### src/hw/uart_pwr_emu_defines.vh
// constants for the uart power and emulation control block
// assumes: included by bare name from the design files under hw/
//
// Notes on behaviour
// software always writes zero into the reserved bit above transmitter enable.
// transmitter enable low keeps transmitter disabled and in reset; high releases it.
// receiver enable low keeps receiver disabled and in reset; high releases it.
// halted block still serves registers but starts no transfer, interrupt or event.
// free bit clear and transmitter idle: halt at once on a halt request.
// free bit clear and word in flight: finish that word, then halt.
// free bit set: halt requests are ignored, operation stays normal.
// dropping the halt request ends the halt and resumes normal operation.
`ifndef UART_PWR_EMU_DEFINES_VH
`define UART_PWR_EMU_DEFINES_VH

// ----------------------------------------------------------------
// register byte offsets
// ----------------------------------------------------------------
`define PEC_OFFSET_CTRL 12'h000
`define PEC_OFFSET_STATUS 12'h004

// ----------------------------------------------------------------
// control register fields
// ----------------------------------------------------------------
`define PEC_BIT_RSVD_ZERO 15
`define PEC_BIT_TX_ENABLE 14
`define PEC_BIT_RX_ENABLE 13
`define PEC_RSVD_ONES_HI 12
`define PEC_RSVD_ONES_LO 1
`define PEC_BIT_FREE 0
`define PEC_RST_TX_ENABLE 1'b0
`define PEC_RST_RX_ENABLE 1'b0
`define PEC_RST_FREE 1'b0
`define PEC_RSVD_ONES_VAL 12'hfff

// ----------------------------------------------------------------
// status register fields
// ----------------------------------------------------------------
`define PEC_STS_HALTED 0
`define PEC_STS_DRAINING 1
`define PEC_STS_HALT_REQ 2
`define PEC_STS_TX_ACTIVE 3

// ----------------------------------------------------------------
// bus responses
// ----------------------------------------------------------------
`define PEC_RESP_OKAY 2'b00
`define PEC_RESP_DECERR 2'b11

`endif

### src/hw/uart_pwr_emu_ctrl.v
// power and emulation control for a uart, with an axi4-lite register slave
// assumes: tx_word_active comes from the transmitter on aclk; emu_halt_req
// is asynchronous and is synchronised here
`timescale 1ns/1ps
`default_nettype none
`include "uart_pwr_emu_defines.vh"

module uart_pwr_emu_ctrl #(
    parameter ADDR_W = 12
) (
    input wire aclk,
    input wire aresetn,
    input wire [ADDR_W-1:0] s_axi_awaddr,
    input wire [2:0] s_axi_awprot,
    input wire s_axi_awvalid,
    output wire s_axi_awready,
    input wire [31:0] s_axi_wdata,
    input wire [3:0] s_axi_wstrb,
    input wire s_axi_wvalid,
    output wire s_axi_wready,
    output reg [1:0] s_axi_bresp,
    output reg s_axi_bvalid,
    input wire s_axi_bready,
    input wire [ADDR_W-1:0] s_axi_araddr,
    input wire [2:0] s_axi_arprot,
    input wire s_axi_arvalid,
    output reg s_axi_arready,
    output reg [31:0] s_axi_rdata,
    output reg [1:0] s_axi_rresp,
    output reg s_axi_rvalid,
    input wire s_axi_rready,
    input wire emu_halt_req,
    input wire tx_word_active,
    output reg tx_enable,
    output reg tx_hold_reset,
    output reg rx_enable,
    output reg rx_hold_reset,
    output reg tx_start_allow,
    output reg rx_allow,
    output reg event_allow,
    output reg halted
);

    // ----------------------------------------------------------------
    // halt state machine encoding
    // ----------------------------------------------------------------
    localparam [2:0] ST_RUN = 3'b001;
    localparam [2:0] ST_DRAIN = 3'b010;
    localparam [2:0] ST_HALT = 3'b100;

    // ----------------------------------------------------------------
    // declarations
    // ----------------------------------------------------------------
    reg [2:0] state_q;
    reg [2:0] state_d;
    reg tx_en_q;
    reg rx_en_q;
    reg free_q;
    wire halt_req_s;
    wire aw_held;
    wire w_held;
    wire [ADDR_W-1:0] aw_addr_q;
    wire [35:0] w_beat_q;
    wire [31:0] w_data_q;
    wire [3:0] w_strb_q;
    wire wr_fire;
    wire wr_ctrl;
    wire wr_status;
    wire [ADDR_W-1:0] off_ctrl;
    wire [ADDR_W-1:0] off_status;
    wire [31:0] ctrl_rd;
    wire [31:0] status_rd;
    wire halted_d;

    assign off_ctrl = `PEC_OFFSET_CTRL;
    assign off_status = `PEC_OFFSET_STATUS;
    assign w_data_q = w_beat_q[31:0];
    assign w_strb_q = w_beat_q[35:32];

    // ----------------------------------------------------------------
    // halt request synchroniser
    // ----------------------------------------------------------------
    sync_2ff u_halt_sync (
        .aclk(aclk),
        .aresetn(aresetn),
        .async_in(emu_halt_req),
        .sync_out(halt_req_s)
    );

    // ----------------------------------------------------------------
    // write address and data capture, taken in either order
    // ----------------------------------------------------------------
    axil_channel_hold #(
        .WIDTH(ADDR_W)
    ) u_aw_hold (
        .aclk(aclk),
        .aresetn(aresetn),
        .valid(s_axi_awvalid),
        .payload(s_axi_awaddr),
        .ready(s_axi_awready),
        .held(aw_held),
        .payload_q(aw_addr_q),
        .consume(wr_fire)
    );

    axil_channel_hold #(
        .WIDTH(36)
    ) u_w_hold (
        .aclk(aclk),
        .aresetn(aresetn),
        .valid(s_axi_wvalid),
        .payload({s_axi_wstrb, s_axi_wdata}),
        .ready(s_axi_wready),
        .held(w_held),
        .payload_q(w_beat_q),
        .consume(wr_fire)
    );

    // ----------------------------------------------------------------
    // write path
    // ----------------------------------------------------------------
    // one write in flight: a new pair waits until the response is taken
    assign wr_fire = aw_held && w_held && !s_axi_bvalid;
    assign wr_ctrl = aw_addr_q[ADDR_W-1:2] == off_ctrl[ADDR_W-1:2];
    assign wr_status = aw_addr_q[ADDR_W-1:2] == off_status[ADDR_W-1:2];

    always @(posedge aclk)
    begin
        if (!aresetn)
        begin
            tx_en_q <= `PEC_RST_TX_ENABLE;
            rx_en_q <= `PEC_RST_RX_ENABLE;
            free_q <= `PEC_RST_FREE;
        end
        else if (wr_fire && wr_ctrl)
        begin
            // bit 15 is never stored, so a stray one there has no effect
            if (w_strb_q[1])
            begin
                tx_en_q <= w_data_q[`PEC_BIT_TX_ENABLE];
                rx_en_q <= w_data_q[`PEC_BIT_RX_ENABLE];
            end
            if (w_strb_q[0])
            begin
                free_q <= w_data_q[`PEC_BIT_FREE];
            end
        end
    end

    always @(posedge aclk)
    begin
        if (!aresetn)
        begin
            s_axi_bvalid <= 1'b0;
            s_axi_bresp <= `PEC_RESP_OKAY;
        end
        else if (wr_fire)
        begin
            s_axi_bvalid <= 1'b1;
            // status is read-only: writes are accepted and dropped
            if (wr_ctrl || wr_status)
            begin
                s_axi_bresp <= `PEC_RESP_OKAY;
            end
            else
            begin
                s_axi_bresp <= `PEC_RESP_DECERR;
            end
        end
        else if (s_axi_bready)
        begin
            s_axi_bvalid <= 1'b0;
        end
    end

    // ----------------------------------------------------------------
    // read path
    // ----------------------------------------------------------------
    assign ctrl_rd = {16'h0000, 1'b0, tx_en_q, rx_en_q, `PEC_RSVD_ONES_VAL, free_q};
    assign status_rd = {28'h0000000, tx_word_active, halt_req_s,
        state_q == ST_DRAIN, state_q == ST_HALT};

    // reads are served in every halt state
    always @(posedge aclk)
    begin
        if (!aresetn)
        begin
            s_axi_arready <= 1'b1;
            s_axi_rvalid <= 1'b0;
            s_axi_rdata <= 32'h00000000;
            s_axi_rresp <= `PEC_RESP_OKAY;
        end
        else if (s_axi_arvalid && s_axi_arready)
        begin
            s_axi_arready <= 1'b0;
            s_axi_rvalid <= 1'b1;
            if (s_axi_araddr[ADDR_W-1:2] == off_ctrl[ADDR_W-1:2])
            begin
                s_axi_rdata <= ctrl_rd;
                s_axi_rresp <= `PEC_RESP_OKAY;
            end
            else if (s_axi_araddr[ADDR_W-1:2] == off_status[ADDR_W-1:2])
            begin
                s_axi_rdata <= status_rd;
                s_axi_rresp <= `PEC_RESP_OKAY;
            end
            else
            begin
                s_axi_rdata <= 32'h00000000;
                s_axi_rresp <= `PEC_RESP_DECERR;
            end
        end
        else if (s_axi_rvalid && s_axi_rready)
        begin
            s_axi_rvalid <= 1'b0;
            s_axi_arready <= 1'b1;
        end
    end

    // ----------------------------------------------------------------
    // emulation halt state machine
    // ----------------------------------------------------------------
    // the word counted as in flight is the one on the line when the
    // request lands; no new word starts while draining
    always @*
    begin
        state_d = state_q;
        case (state_q)
            ST_RUN:
            begin
                if (halt_req_s && !free_q)
                begin
                    if (tx_word_active)
                    begin
                        state_d = ST_DRAIN;
                    end
                    else
                    begin
                        state_d = ST_HALT;
                    end
                end
            end
            ST_DRAIN:
            begin
                if (!halt_req_s || free_q)
                begin
                    state_d = ST_RUN;
                end
                else if (!tx_word_active)
                begin
                    state_d = ST_HALT;
                end
            end
            ST_HALT:
            begin
                if (!halt_req_s || free_q)
                begin
                    state_d = ST_RUN;
                end
            end
            default:
            begin
                state_d = ST_RUN;
            end
        endcase
    end

    assign halted_d = state_d == ST_HALT;

    always @(posedge aclk)
    begin
        if (!aresetn)
        begin
            state_q <= ST_RUN;
        end
        else
        begin
            state_q <= state_d;
        end
    end

    // ----------------------------------------------------------------
    // registered outputs towards the transmitter and receiver
    // ----------------------------------------------------------------
    // the allow and halted outputs follow the next state so they move with the state register
    always @(posedge aclk)
    begin
        if (!aresetn)
        begin
            tx_enable <= 1'b0;
            tx_hold_reset <= 1'b1;
            rx_enable <= 1'b0;
            rx_hold_reset <= 1'b1;
            tx_start_allow <= 1'b0;
            rx_allow <= 1'b0;
            event_allow <= 1'b1;
            halted <= 1'b0;
        end
        else
        begin
            tx_enable <= tx_en_q;
            tx_hold_reset <= !tx_en_q;
            rx_enable <= rx_en_q;
            rx_hold_reset <= !rx_en_q;
            tx_start_allow <= tx_en_q && (state_d == ST_RUN);
            rx_allow <= rx_en_q && !halted_d;
            event_allow <= !halted_d;
            halted <= halted_d;
        end
    end

endmodule // uart_pwr_emu_ctrl

`default_nettype wire

### src/hw/sync_2ff.v
// two-flop level synchroniser
// assumes: input is a level from another clock domain or a pin
`timescale 1ns/1ps
`default_nettype none

module sync_2ff (
    input wire aclk,
    input wire aresetn,
    input wire async_in,
    output reg sync_out
);

    reg meta_q;

    // first flop feeds only the second one
    always @(posedge aclk)
    begin
        if (!aresetn)
        begin
            meta_q <= 1'b0;
            sync_out <= 1'b0;
        end
        else
        begin
            meta_q <= async_in;
            sync_out <= meta_q;
        end
    end

endmodule // sync_2ff

`default_nettype wire

### src/hw/axil_channel_hold.v
// holds one beat of an axi channel until the consumer takes it
// assumes: consume is only raised while held is high
`timescale 1ns/1ps
`default_nettype none

module axil_channel_hold #(
    parameter WIDTH = 32
) (
    input wire aclk,
    input wire aresetn,
    input wire valid,
    input wire [WIDTH-1:0] payload,
    output reg ready,
    output reg held,
    output reg [WIDTH-1:0] payload_q,
    input wire consume
);

    always @(posedge aclk)
    begin
        if (!aresetn)
        begin
            ready <= 1'b1;
            held <= 1'b0;
            payload_q <= {WIDTH{1'b0}};
        end
        else if (valid && ready)
        begin
            ready <= 1'b0;
            held <= 1'b1;
            payload_q <= payload;
        end
        else if (consume)
        begin
            ready <= 1'b1;
            held <= 1'b0;
        end
    end

endmodule // axil_channel_hold

`default_nettype wire

### config.mk
export PLATFORM = sky130hd
export DESIGN_NAME = uart_pwr_emu_ctrl
export DESIGN_NICKNAME = d
export VERILOG_FILES = /design/src/hw/uart_pwr_emu_ctrl.v /design/src/hw/sync_2ff.v /design/src/hw/axil_channel_hold.v
export VERILOG_INCLUDE_DIRS = /design/src /design/src/hw
export SDC_FILE = /design/constraint.sdc
export NUM_CORES = 1
export LEC_CHECK = 0
export BUFFER_PORTS_ARGS = -buffer_cell sky130_fd_sc_hd__buf_2
export CAP_MARGIN = 20
export CORE_UTILIZATION = 38
export CTS_CLUSTER_SIZE = 10
export DETAILED_ROUTE_END_ITERATION = 10
export PLACE_DENSITY = 0.77
export SYNTH_ARGS = -nofsm -noshare
export SYNTH_HDL_FRONTEND = slang
export SYNTH_SLANG_ARGS = --single-unit
### constraint.sdc
create_clock -name aclk -period 1.1 [get_ports aclk]
set_clock_uncertainty 0.1 [all_clocks]
set_input_delay 0.11 -clock aclk [delete_from_list [all_inputs] [get_ports aclk]]
set_output_delay 0.11 -clock aclk [all_outputs]
set_load 0.005 [all_outputs]
# Word level (Yosys, flattened, before mapping)
# Index checks and enable logic that the tools add are counted.
[classes]
n_eq_ne = 7
mux = 23
n_reduce_logical = 26
[ops]
columns = ["op", "count"]
rows = [
  ["$eq A10 B1 Y1 const B", 2],
  ["$logic_not A10 Y1", 2],
  ["$mux W15", 1],
  ["$mux W3", 5],
  ["$mux W1", 12],
  ["$logic_and A1 B1 Y1", 10],
  ["$pmux W3 S3", 1],
  ["$reduce_bool A2 Y1", 4],
  ["$eq A3 B1 Y1 const B", 2],
  ["$eq A3 B3 Y1 const B", 2],
  ["$logic_not A1 Y1", 6],
  ["$mux W2", 3],
  ["$mux W4", 1],
  ["$reduce_and A2 Y1", 2],
  ["$eq A3 B2 Y1 const B", 1],
  ["$logic_or A1 B1 Y1", 2],
]
[totals]
ff_bits = 105
in_bits = 75
output_inout_bits = 49
word_cells = 82

# Logic depth before layout (Yosys ltp)
# Gate-level depths: netlist of the first run.
[depth]
depth_word = 7
mapped_depth = 4
depth_no_buf = 3

# Hierarchy
# From an unflattened synthesis of the first run, not the netlist that was laid out.
[hier_totals]
hier_cells = 368
hier_area_um2 = 3370.7
[modules_own_cells]
columns = ["module", "instances", "cells_each", "area_each_um2", "seq_area_each_um2"]
rows = [
  ["axil_channel_hold at u_w_hold", 1, 171, 1524.0, 760.7],
  ["uart_pwr_emu_ctrl", 1, 132, 1208.7, 520.5],
  ["axil_channel_hold at u_aw_hold", 1, 61, 585.6, 280.3],
  ["sync_2ff", 1, 4, 52.6, 40.0],
]

# Worst setup path before layout of the first run
# Ideal clock, no wire load.
[synth_timing]
path_type = "reg2reg"
from = "reg state_q[2]"
to = "reg halted"
setup_ns = 0.060
t_arrival_ns = 1.025
required_ns = 0.940
setup_slack_ns = -0.085
stages_incl_launch_ff = 4
n_path_buf = 0
synth_period_minus_slack_ns = 1.185
cell_sequence = "dfxtp_1 > or3b_4 > o21ai_2 > and3_1"
[synth_via]
elab_chain_len = 4
word_cells_on_any_way = 9
classes_between = "eq/ne: 4; mux: 5"
[synth_rtl]
columns = ["item", "line_no", "source"]
rows = [
  ["start, declared", "uart_pwr_emu_ctrl.v:54", "reg [2:0] state_q;"],
  ["start signal, assigned", "uart_pwr_emu_ctrl.v:278", "state_q <= state_d;"],
  ["$mux W3", "uart_pwr_emu_ctrl.v:249", "else if (!tx_word_active)"],
  ["$mux W3", "uart_pwr_emu_ctrl.v:245", "if (!halt_req_s || free_q)"],
  ["$pmux W3 S3 *", "uart_pwr_emu_ctrl.v:228", "case (state_q)"],
  ["$eq A3 B3 Y1 *", "uart_pwr_emu_ctrl.v:268", "assign halted_d = state_d == ST_HALT;"],
  ["end signal, assigned", "uart_pwr_emu_ctrl.v:308", "halted <= halted_d;"],
  ["end, declared", "uart_pwr_emu_ctrl.v:41", "output reg halted"],
]
# Every way passes the cells marked *; elsewhere a longest branch is shown, timed or not.
# A chain may end at the register's enable or synchronous reset.

# Final worst setup path of the first run
[layout_timing]
from = "reg state_q[0]"
to = "reg halted"
# Same word-level chain as after synthesis.

==> summary.md, run 1 <==
| Metric | Value |
|---|---|
| Total wire length | 4.21 mm |
| Initial Utilization | 0.404 |
| Synth Warn # | 0 |
| M1 GR Usage | 0.183 |
| Slowest CP cell | or3b_4 |
| WP data arrival | 1.42 ns |
| Min Tclk post-route | 1.28 ns |
| Grt met3 use | 0.0494 |
| P_leak | 1.27 nW |
| Endpoints failing setup | 19 |
| Failing checks | setup timing |
| HP Class | input pin to flip-flop |
| Setup crit start | state_q[0] |
| Element type at the critical path end | flip-flop |
| FP Rows | 25 |
| Final hold slack | 0.0121 ns |
| Pwr Density | 1170 mW/mm2 |
| Max capacitance violation total | 0 |
| Die ar. | 0.00541 mm2 |
| Asr flop ratio synth | 0 |
| Critical Path, Cell by Cell | or3b_4, o21ai_4, and3_4 |
| Final hold violation count | 0 |
| Routed via count | 1,702 |
| WP data required | 1.24 ns |
| Final Cycle Share | 1.16 |
| Layout cells sized above 1 | 0.408 |
| GP Congestion | 0.766 |
| Max VDD drop | 0.814 mV |
| Final nets | 382 |
| Detailed placement HPWL | 2.82 mm |
| Max-slew violation count | 0 |
| # DRC | 0 |
| Mapped Cells | 215 |
| Busiest grt layer | met2 |
| Mapped cell area | 0.00194 mm2 |
| Share of the synthesized area in the top cell type | 0.484 |
| Routed len/inst | 11.3 um |
| Grt total ovfl | 0 |
| Pre-CTS WS | -0.143 ns |
| Setup TNS | -1.52 ns |
| # IOs | 124 |
| Post-Syn Area per Cell | 9.04 um2 |
| RSZ-0062 raised after global routing | true |
| CTS max path bufs | 2 |
| Number of buffers created by CTS | 5 |
| DR pass1 iterations | 4 |
| CP startpoint kind | flip-flop |
| Met2 usage | 0.278 |
| Crit-path max FO | 5 |
| Die Wd | 73.5 um |
| Placed Cells | 345 |
| HP Start | aresetn |
| Post-synth cell types | 36 |
| Vias in the first global route | 1,553 |
| Worst-path clk slew | 0.08 ns |
| CTS tree | yes |
| Count leader, synth | dfxtp_1 |
| Setup ws final | -0.178 ns |
| Commonest cells in the netlist | 47 x dfxtp_1, 46 x nand2_1, 27 x buf_4 |
| Skew-Pair Late Insertion Delay | 0.29 ns |
| Overall Power | 3.22 mW |
| Core footprint | 0.00482 mm2 |
| DR iter-0 viols | 39 |
| Crit-path max cell delay | 0.44 ns |
| # H-tree levels | 2 |
| Cell taking the most area after synthesis | dfxtp_1 |
| Area Growth Syn to Fin | 41.4% |
| Synth Flop Type | dfxtp_1 |
| First-pass GRT wire length | 6.60 mm |
| Status | finished, violations left |
| Ant. Diodes | 0 |
| Total track usage | 0.162 |
| Peak Freq | 783 MHz |
| Antenna viol nets, final | 0 |
| Reg2Reg Launch Point | state_q[0] |
| Vias/cell | 4.56 |
| Area contributors post-synth | dfxtp_1 48%, buf_4 10%, nand2_1 8.9%, a21boi_1 6.9%, o21ai_1 3.1% |
| EDFF count, synth | 0 |
| Largest net degree at the start of global routing | 17 |
| Fin cells | 373 |
| Die Y | 73.5 um |
| Flip-flop and latch count after synthesis | 47 |
| Setup CP Type | flip-flop to flip-flop |
| Num Clock Sinks | 47 |
| Root Driver | clkbuf_8 |
| Port Buffers | 65 |
| Initial antenna violation count | 0 |
| Post-synthesis sequential area ratio | 0.484 |
==> placed cells by master (no fill, tap or decap), types with 3 or more instances in the layout <==
| master | netlist | final |
|---|---|---|
| buf_2 | 2 | 65 |
| nand2_1 | 46 | 44 |
| dfxtp_1 | 47 | 38 |
| a21boi_1 | 18 | 18 |
| dlygate4sd3_1 | 0 | 18 |
| conb_1 | 1 | 17 |
| buf_4 | 27 | 14 |
| o21ai_2 | 1 | 8 |
| dfxtp_2 | 0 | 7 |
| nor2b_1 | 5 | 5 |
| nand3_1 | 6 | 5 |
| clkbuf_8 | 0 | 5 |
| buf_6 | 0 | 5 |
| inv_1 | 4 | 4 |
| o21ai_1 | 12 | 4 |
| and2_1 | 5 | 4 |
| nand2b_1 | 3 | 3 |
| nor3_1 | 3 | 3 |
| mux2i_1 | 3 | 3 |
==> area by class of cell <==
cell class                 count  area (um2)
clock inverter                 1        7.51
timing repair buffer         103         687
tap                           67        83.8
clock buffer                   5        68.8
sequential                    47         957
fill                         446        2070
multi-input combinational    146         931
inverter                       4        15.0
==> report_power, final <==
part / switching (mW) / internal (mW) / leakage, nW
Sequential: 0.0461 / 1.77 / 0.386
Combinational: 0.208 / 0.257 / 0.851
Clock: 0.524 / 0.422 / 0.0361
==> state kept, by name, indices dropped and copies added, names as in the netlist, 3 cells and up <==
name and flops:
s_axi_rdata 7, state_q 3, u_aw_hold.payload_q 10, u_w_hold.payload_q 5
==> critical path: cells and delay by family (launching register included) <==
family | cells | cell delay (ns)
DFF | 1 | 0.37
and+or+nand+nor | 2 | 0.64
AOI/OAI and AO/OA | 1 | 0.11
==> per-stage QoR <==
step	util	area (um2)
2_1_floorplan	-	2020
3_3_place_gp	0.481	2320
3_5_place_dp	0.481	2320
4_1_cts	0.554	2670
5_1_grt	0.571	2750
6_report	0.571	2750
==> kinds of logic (layout without fill, tap and decap cells) <==
| family | count (synthesis) | count (layout) | synth area share |
|---|---|---|---|
| buf+inv | 38 | 113 | 0.127 |
| simple gates | 83 | 83 | 0.223 |
| xor+xnor | 1 | 1 | 0.00451 |
| other cells | 1 | 17 | 0.00193 |
| flops | 47 | 47 | 0.484 |
| mux | 3 | 3 | 0.0154 |
| compound gates | 42 | 42 | 0.144 |
==> per-layer routing <==
layer  vias to the layer above  routed length, um  share of wire
met3                         8                248          0.059
met4                         0                 78          0.019
met5                         -                  0              0
li1                        861                  -              -
met2                        64               2020           0.48
met1                       769               1860           0.44
==> what timing repair did <==
item / in CTS / in global routing
endpoints found under the hold margin: 19 / 0
pin swaps: 6 / 8
setup endpoints to repair: 39 / 28
resized for setup: 18 / 18
hold buffers: 18 / 0
buffers inserted: 1 / 3
==> path summary, 6_finish.rpt <==
check | end | cells after the start | slack [ns]
max | halted | 3 | -0.18
min | s_axi_arready | 2 | 0.01
max reg2reg | halted | 3 | -0.18
min reg2reg | u_halt_sync.sync_out | 1 | 0.34
(Power assumes the default switching activity.)
==> inputs of run 2 (changes only) <==
--- a/config.mk
+++ b/config.mk
@@ -15,3 +15,4 @@
 export SYNTH_ARGS = -nofsm -noshare
 export SYNTH_HDL_FRONTEND = slang
 export SYNTH_SLANG_ARGS = --single-unit
+export TNS_END_PERCENT = 5
==> summary.md, run 2 (synthesized netlist as in run 1, its figures left out) <==
| Metric | Value |
|---|---|
| Status | finished, violations left |
| Failing checks | setup timing |
| First-pass GRT wire length | 6.56 mm (-0.64%) |
| Element type at the critical path end | flip-flop |
| Final nets | 380 (-0.52%) |
| CTS max path bufs | 2 (unchanged) |
| Vias/cell | 4.60 (+0.76%) |
| Die Wd | 73.5 um (unchanged) |
| Crit-path max FO | 3 (-2) |
| Area Growth Syn to Fin | 40.0% |
| Total wire length | 3.94 mm (-6.4%) |
| Commonest non-fill, non-tap cell in the layout | buf_2 |
| HP Start | s_axi_bready |
| GP Congestion | 0.775 (+1.2%) |
| Antenna viol nets, final | 0 (unchanged) |
| # IOs | 124 (unchanged) |
| Number of buffers created by CTS | 5 (unchanged) |
| FP Rows | 25 (unchanged) |
| Max capacitance violation total | 0 (unchanged) |
| Ant. Diodes | 0 (unchanged) |
| Total track usage | 0.158 (-0.00416) |
| Most frequent cells in the layout | 64 x buf_2, 44 x nand2_1, 38 x dfxtp_1 |
| Pre-CTS WS | -0.151 ns (-0.00822 ns) |
| Largest regs | u_aw_hold.payload_q x10, s_axi_rdata x7, u_w_hold.payload_q x5 |
| Max reg flops | 10 (unchanged) |
| Vias in the first global route | 1,609 (+3.6%) |
| FF-to-FF End | tx_en_q |
| Setup CP Type | flip-flop to flip-flop |
| # H-tree levels | 2 (unchanged) |
| Worst-path clk slew | 0.09 ns (about the same) |
| Busiest grt layer | met2 |
| Endpoints failing setup | 11 (-8) |
| WP data arrival | 1.35 ns (-0.07 ns) |
| Met2 usage | 0.301 (+0.0224) |
| Post-route cell area | 0.00272 mm2 (-1.0%) |
| HP Class | input pin to flip-flop |
| RSZ-0062 raised after global routing | true |
| Detailed placement HPWL | 2.88 mm (+2.1%) |
| DR iter-0 viols | 31 (-21%) |
| # DRC | 0 (unchanged) |
| Top reg by flops | u_aw_hold.payload_q |
| Peak Freq | 786 MHz (+0.39%) |
| Fin cells | 373 (unchanged) |
| Largest net degree at the start of global routing | 17 (unchanged) |
| Pwr Density | 1370 mW/mm2 (+17%) |
| Hold Path Depth | 3 (+1) |
| Reg2Reg Launch Point | u_aw_hold.payload_q[10] |
| Final Util | 0.565 (-0.00597) |
| Max-slew violation count | 0 (unchanged) |
| Skew-Pair Late Insertion Delay | 0.29 ns (about the same) |
| P_leak | 1.27 nW (-0.46%) |
| Setup ws final | -0.173 ns (+0.00495 ns) |
| Die Y | 73.5 um (unchanged) |
| Layout cells sized above 1 | 0.373 (-0.0359) |
| Min Tclk post-route | 1.27 ns (-0.00495 ns) |
| Max VDD drop | 1.06 mV (+30%) |
| Hold Path End | s_axi_bvalid |
| Num Clock Sinks | 47 (unchanged) |
| DR pass1 iterations | 4 (unchanged) |
| Initial Utilization | 0.404 (unchanged) |
| R2R depth | 3 (unchanged) |
| Port Buffers | 65 (unchanged) |
| Grt met3 use | 0.0412 (-0.00823) |
| Routed len/inst | 10.6 um (-6.4%) |
| Dpl cell area | 0.00232 mm2 (+0.27%) |
| M1 GR Usage | 0.165 (-0.0182) |
| Root Driver | clkbuf_8 |
| CP startpoint kind | flip-flop |
| Initial antenna violation count | 0 (unchanged) |
| R2R setup slack | -0.17 ns (about the same) |
| Final hold violation count | 0 (unchanged) |
| Routed via count | 1,715 (+0.76%) |
| Grt total ovfl | 0 (unchanged) |
| WP data required | 1.18 ns (-0.06 ns) |
| Core footprint | 0.00482 mm2 (unchanged) |
| Placed Cells | 346 (+0.29%) |
| CTS tree | yes |
| Die ar. | 0.00541 mm2 (unchanged) |
| Final Cycle Share | 1.16 (-0.00450) |
| Overall Power | 3.74 mW (+16%) |
[run 2: cell types whose count changed in the layout (fill, tap and decap cells not counted), moves of 2 or more]
cell	delta
nor4b_2	+2
o21ai_1	+6
o21ai_2	-6
nor4b_1	-2
bufinv_16	+2
[run 2: worst max path at each step]
stage | from | endpoint | slack (ns) | cells past startpoint
after floorplan | state_q[2] | state_q[2] | -0.04 | 3
after global placement | u_aw_hold.payload_q[10] | tx_en_q | -0.15 | 3
after detailed placement | u_aw_hold.payload_q[10] | tx_en_q | -0.15 | 3
after CTS | u_aw_hold.payload_q[10] | tx_en_q | -0.18 | 3
after global routing | u_aw_hold.payload_q[10] | tx_en_q | -0.27 | 3
final | u_aw_hold.payload_q[10] | tx_en_q | -0.17 | 3
[run 2: cell type report]
class	count	area, um2
clock buffers	5	68.8
clock inverters	3	67.6
fillers	470	2100
inverters	4	15.0
multi-input cells	146	871
flip-flops and latches	47	955
well taps	67	83.8
repair buffers	101	661
[run 2: worst max-delay path, cell delays in order, from the launching register on]
cell and delay, ns:
dfxtp_2 0.34, nor4_4 0.33, nand4_1 0.22, mux2i_1 0.16
[run 2: where the power goes]
group / switching, mW / total (mW) / internal, mW
clock network: 0.579 / 1.49 / 0.906
logic: 0.196 / 0.441 / 0.245
registers: 0.0455 / 1.81 / 1.77
[run 2: repair_timing]
action | CTS | global route
setup buffers | 0 | 0
pin swaps | 0 | 4
hold buffers | 19 | 0
resized for setup | 8 | 15
endpoints found under the setup margin | 38 | 43
hold endpoints to repair | 20 | 0
[run 2: metal layers]
| layer | up-vias | wire length [um] |
|---|---|---|
| met5 | - | 0 |
| met2 | 66 | 1980 |
| met4 | 0 | 51 |
| li1 | 861 | - |
| met3 | 6 | 235 |
| met1 | 782 | 1680 |
[run 2: per-stage QoR]
step | TNS, ns | hold slack [ns]
after CTS | -1.03 | 0.00292
after global routing | -1.78 | 0.00682
final | -0.967 | 0.00800
after floorplan | -0.251 | 0.108
after global placement | -1.25 | 0.218
after detailed placement | -1.55 | 0.227
==> inputs of run 3 (changes only) <==
--- a/config.mk
+++ b/config.mk
@@ -8,10 +8,11 @@
 export LEC_CHECK = 0
 export BUFFER_PORTS_ARGS = -buffer_cell sky130_fd_sc_hd__buf_2
 export CAP_MARGIN = 20
-export CORE_UTILIZATION = 38
+export CORE_MARGIN = 2
+export CORE_UTILIZATION = 42
 export CTS_CLUSTER_SIZE = 10
 export DETAILED_ROUTE_END_ITERATION = 10
-export PLACE_DENSITY = 0.77
+export PLACE_DENSITY = 0.8
 export SYNTH_ARGS = -nofsm -noshare
 export SYNTH_HDL_FRONTEND = slang
 export SYNTH_SLANG_ARGS = --single-unit
==> constraint.sdc (replaced) <==
create_clock -name aclk -period 1.43 [get_ports aclk]
set_clock_uncertainty 0.1 [all_clocks]
set_input_delay 0.143 -clock aclk [delete_from_list [all_inputs] [get_ports aclk]]
set_output_delay 0.143 -clock aclk [all_outputs]
set_load 0.005 [all_outputs]
==> summary.md, run 3 (synthesized netlist as in run 1, its figures left out) <==
| Metric | Value |
|---|---|
| Vias in the first global route | 1,419 (-12%) |
| # H-tree levels | 2 (unchanged) |
| Max VDD drop | 0.705 mV (-34%) |
| Setup TNS | 0 ns (+0.967 ns) |
| Status | completed |
| Dpl cell area | 0.00218 mm2 (-6.2%) |
| Skew-Pair Late Insertion Delay | 0.29 ns (about the same) |
| Min Tclk post-route | 1.34 ns (+0.0704 ns) |
| Max capacitance violation total | 0 (unchanged) |
| Setup ws final | 0.0868 ns (+0.260 ns) |
| Ant. Diodes | 0 (unchanged) |
| # DRC | 0 (unchanged) |
| WP data required | 1.51 ns (+0.33 ns) |
| Max reg flops | 10 (unchanged) |
| CTS tree | yes |
| Slowest CP cell | nor4_2 |
| Routed via count | 1,572 (-8.3%) |
| Multi-input logic area | 817 um2 (-6.2%) |
| Vias/cell | 4.66 (+1.5%) |
| RSZ-0062 raised after global routing | false |
| Endpoints failing setup | 0 (-11) |
| Grt total ovfl | 0 (unchanged) |
| P_leak | 1.14 nW (-10%) |
| GP Congestion | 0.705 (-9.1%) |
| Critical Path, Cell by Cell | nor4_2, nand4_1, mux2i_1 |
| Core footprint | 0.00441 mm2 (-8.4%) |
| Crit-path max FO | 3 (unchanged) |
| CP startpoint kind | flip-flop |
| Number of buffers created by CTS | 5 (unchanged) |
| # IOs | 124 (unchanged) |
| HP Class | input pin to flip-flop |
| Root Driver | clkbuf_8 |
| Register Area | 941 um2 (-1.4%) |
| Die Wd | 72.0 um (-2.0%) |
| Fin cells | 337 (-9.7%) |
| Crit-path max cell delay | 0.39 ns (+0.05 ns) |
| Final nets | 359 (-5.5%) |
| Routed len/inst | 10.9 um (+3.0%) |
| Max-slew violation count | 0 (unchanged) |
| Total track usage | 0.145 (-0.0127) |
| WP data arrival | 1.42 ns (+0.07 ns) |
| Pwr Density | 1030 mW/mm2 (-25%) |
| Placed Cells | 316 (-8.7%) |
| Commonest non-fill, non-tap cell in the layout | buf_2 |
| Peak Freq | 744 MHz (-5.2%) |
| Area Growth Syn to Fin | 23.8% |
| First-pass GRT wire length | 5.93 mm (-9.6%) |
| Pre-CTS WS | 0.102 ns (+0.253 ns) |
| Initial Utilization | 0.440 (+0.0368) |
| Antenna viol nets, final | 0 (unchanged) |
| Num Clock Sinks | 47 (unchanged) |
| CTS max path bufs | 2 (unchanged) |
| Final hold violation count | 0 (unchanged) |
| Largest net degree at the start of global routing | 16 (-1) |
| DR pass1 iterations | 4 (unchanged) |
| Final Util | 0.545 (-0.0196) |
| Detailed placement HPWL | 2.66 mm (-7.5%) |
| DR iter-0 viols | 36 (+16%) |
| Total wire length | 3.66 mm (-7.0%) |
| Final hold slack | 0.00744 ns (-0.000563 ns) |
| Overall Power | 2.48 mW (-34%) |
| Top reg by flops | u_aw_hold.payload_q |
| Most frequent cells in the layout | 65 x buf_2, 47 x dfxtp_1, 46 x nand2_1 |
| FP Rows | 24 (-4.0%) |
| Final Cycle Share | 0.939 (-0.218) |
| Initial antenna violation count | 0 (unchanged) |
| Post-route cell area | 0.00241 mm2 (-12%) |
| Layout cells sized above 1 | 0.284 (-0.0883) |
| Die ar. | 0.00519 mm2 (-4.0%) |
| Worst-path clk slew | 0.08 ns (about the same) |
| Port Buffers | 65 (unchanged) |
| Element type at the critical path end | flip-flop |
| Setup CP Type | flip-flop to flip-flop |
| Layout fillers | 409 (-13%) |
| Largest regs | u_aw_hold.payload_q x10, s_axi_rdata x7, u_w_hold.payload_q x5 |
| Die Y | 72.0 um (-2.0%) |
## run 3: cell types whose count changed in the layout (fill, tap and decap cells not counted), sizes merged
cell and delta:
dlygate4sd3 -6, clkbuf +1, buf -15, bufinv -2, clkinv +1
## run 3: worst paths after layout
kind	startpoint	endpoint	slack [ns]	cells past startpoint
hold / removal	s_axi_wdata[0]	u_w_hold.payload_q[0]	0.007	3
setup reg to reg	u_aw_hold.payload_q[7]	tx_en_q	0.09	3
hold reg to reg	u_halt_sync.meta_q	u_halt_sync.sync_out	0.33	1
setup / recovery	u_aw_hold.payload_q[7]	tx_en_q	0.09	3
## run 3: final cells by class
cell class,instances,share of cell area
clock buffers,6,0.0343
well taps,52,0.0270
clock inverters,2,0.00676
flip-flops and latches,47,0.391
multi-input cells,146,0.339
inverters,4,0.00624
repair buffers,80,0.195
## run 3: layer usage
metal / track usage / part of all wire
met1: 0.169 / 0.45
met2: 0.253 / 0.47
met3: 0.0444 / 0.068
met4: 0.0524 / 0.013
met5: 0 / 0
## run 3: worst max-delay path, delay by kind of cell (launching register included)
family | cells | cell delay (ns)
DFF | 1 | 0.33
and+or+nand+nor | 2 | 0.63
muxes | 1 | 0.17
## run 3: power by group
group	leakage, nW	internal, mW	switching (mW)	total, mW
Combinational	0.706	0.133	0.131	0.264
Sequential	0.384	1.36	0.0362	1.40
Clock	0.0474	0.394	0.427	0.821
## run 3: timing repair
action	4_1_cts	5_1_grt
setup buffers	0	0
hold endpoints to repair	13	0
resized for setup	0	0
hold buffers	13	0
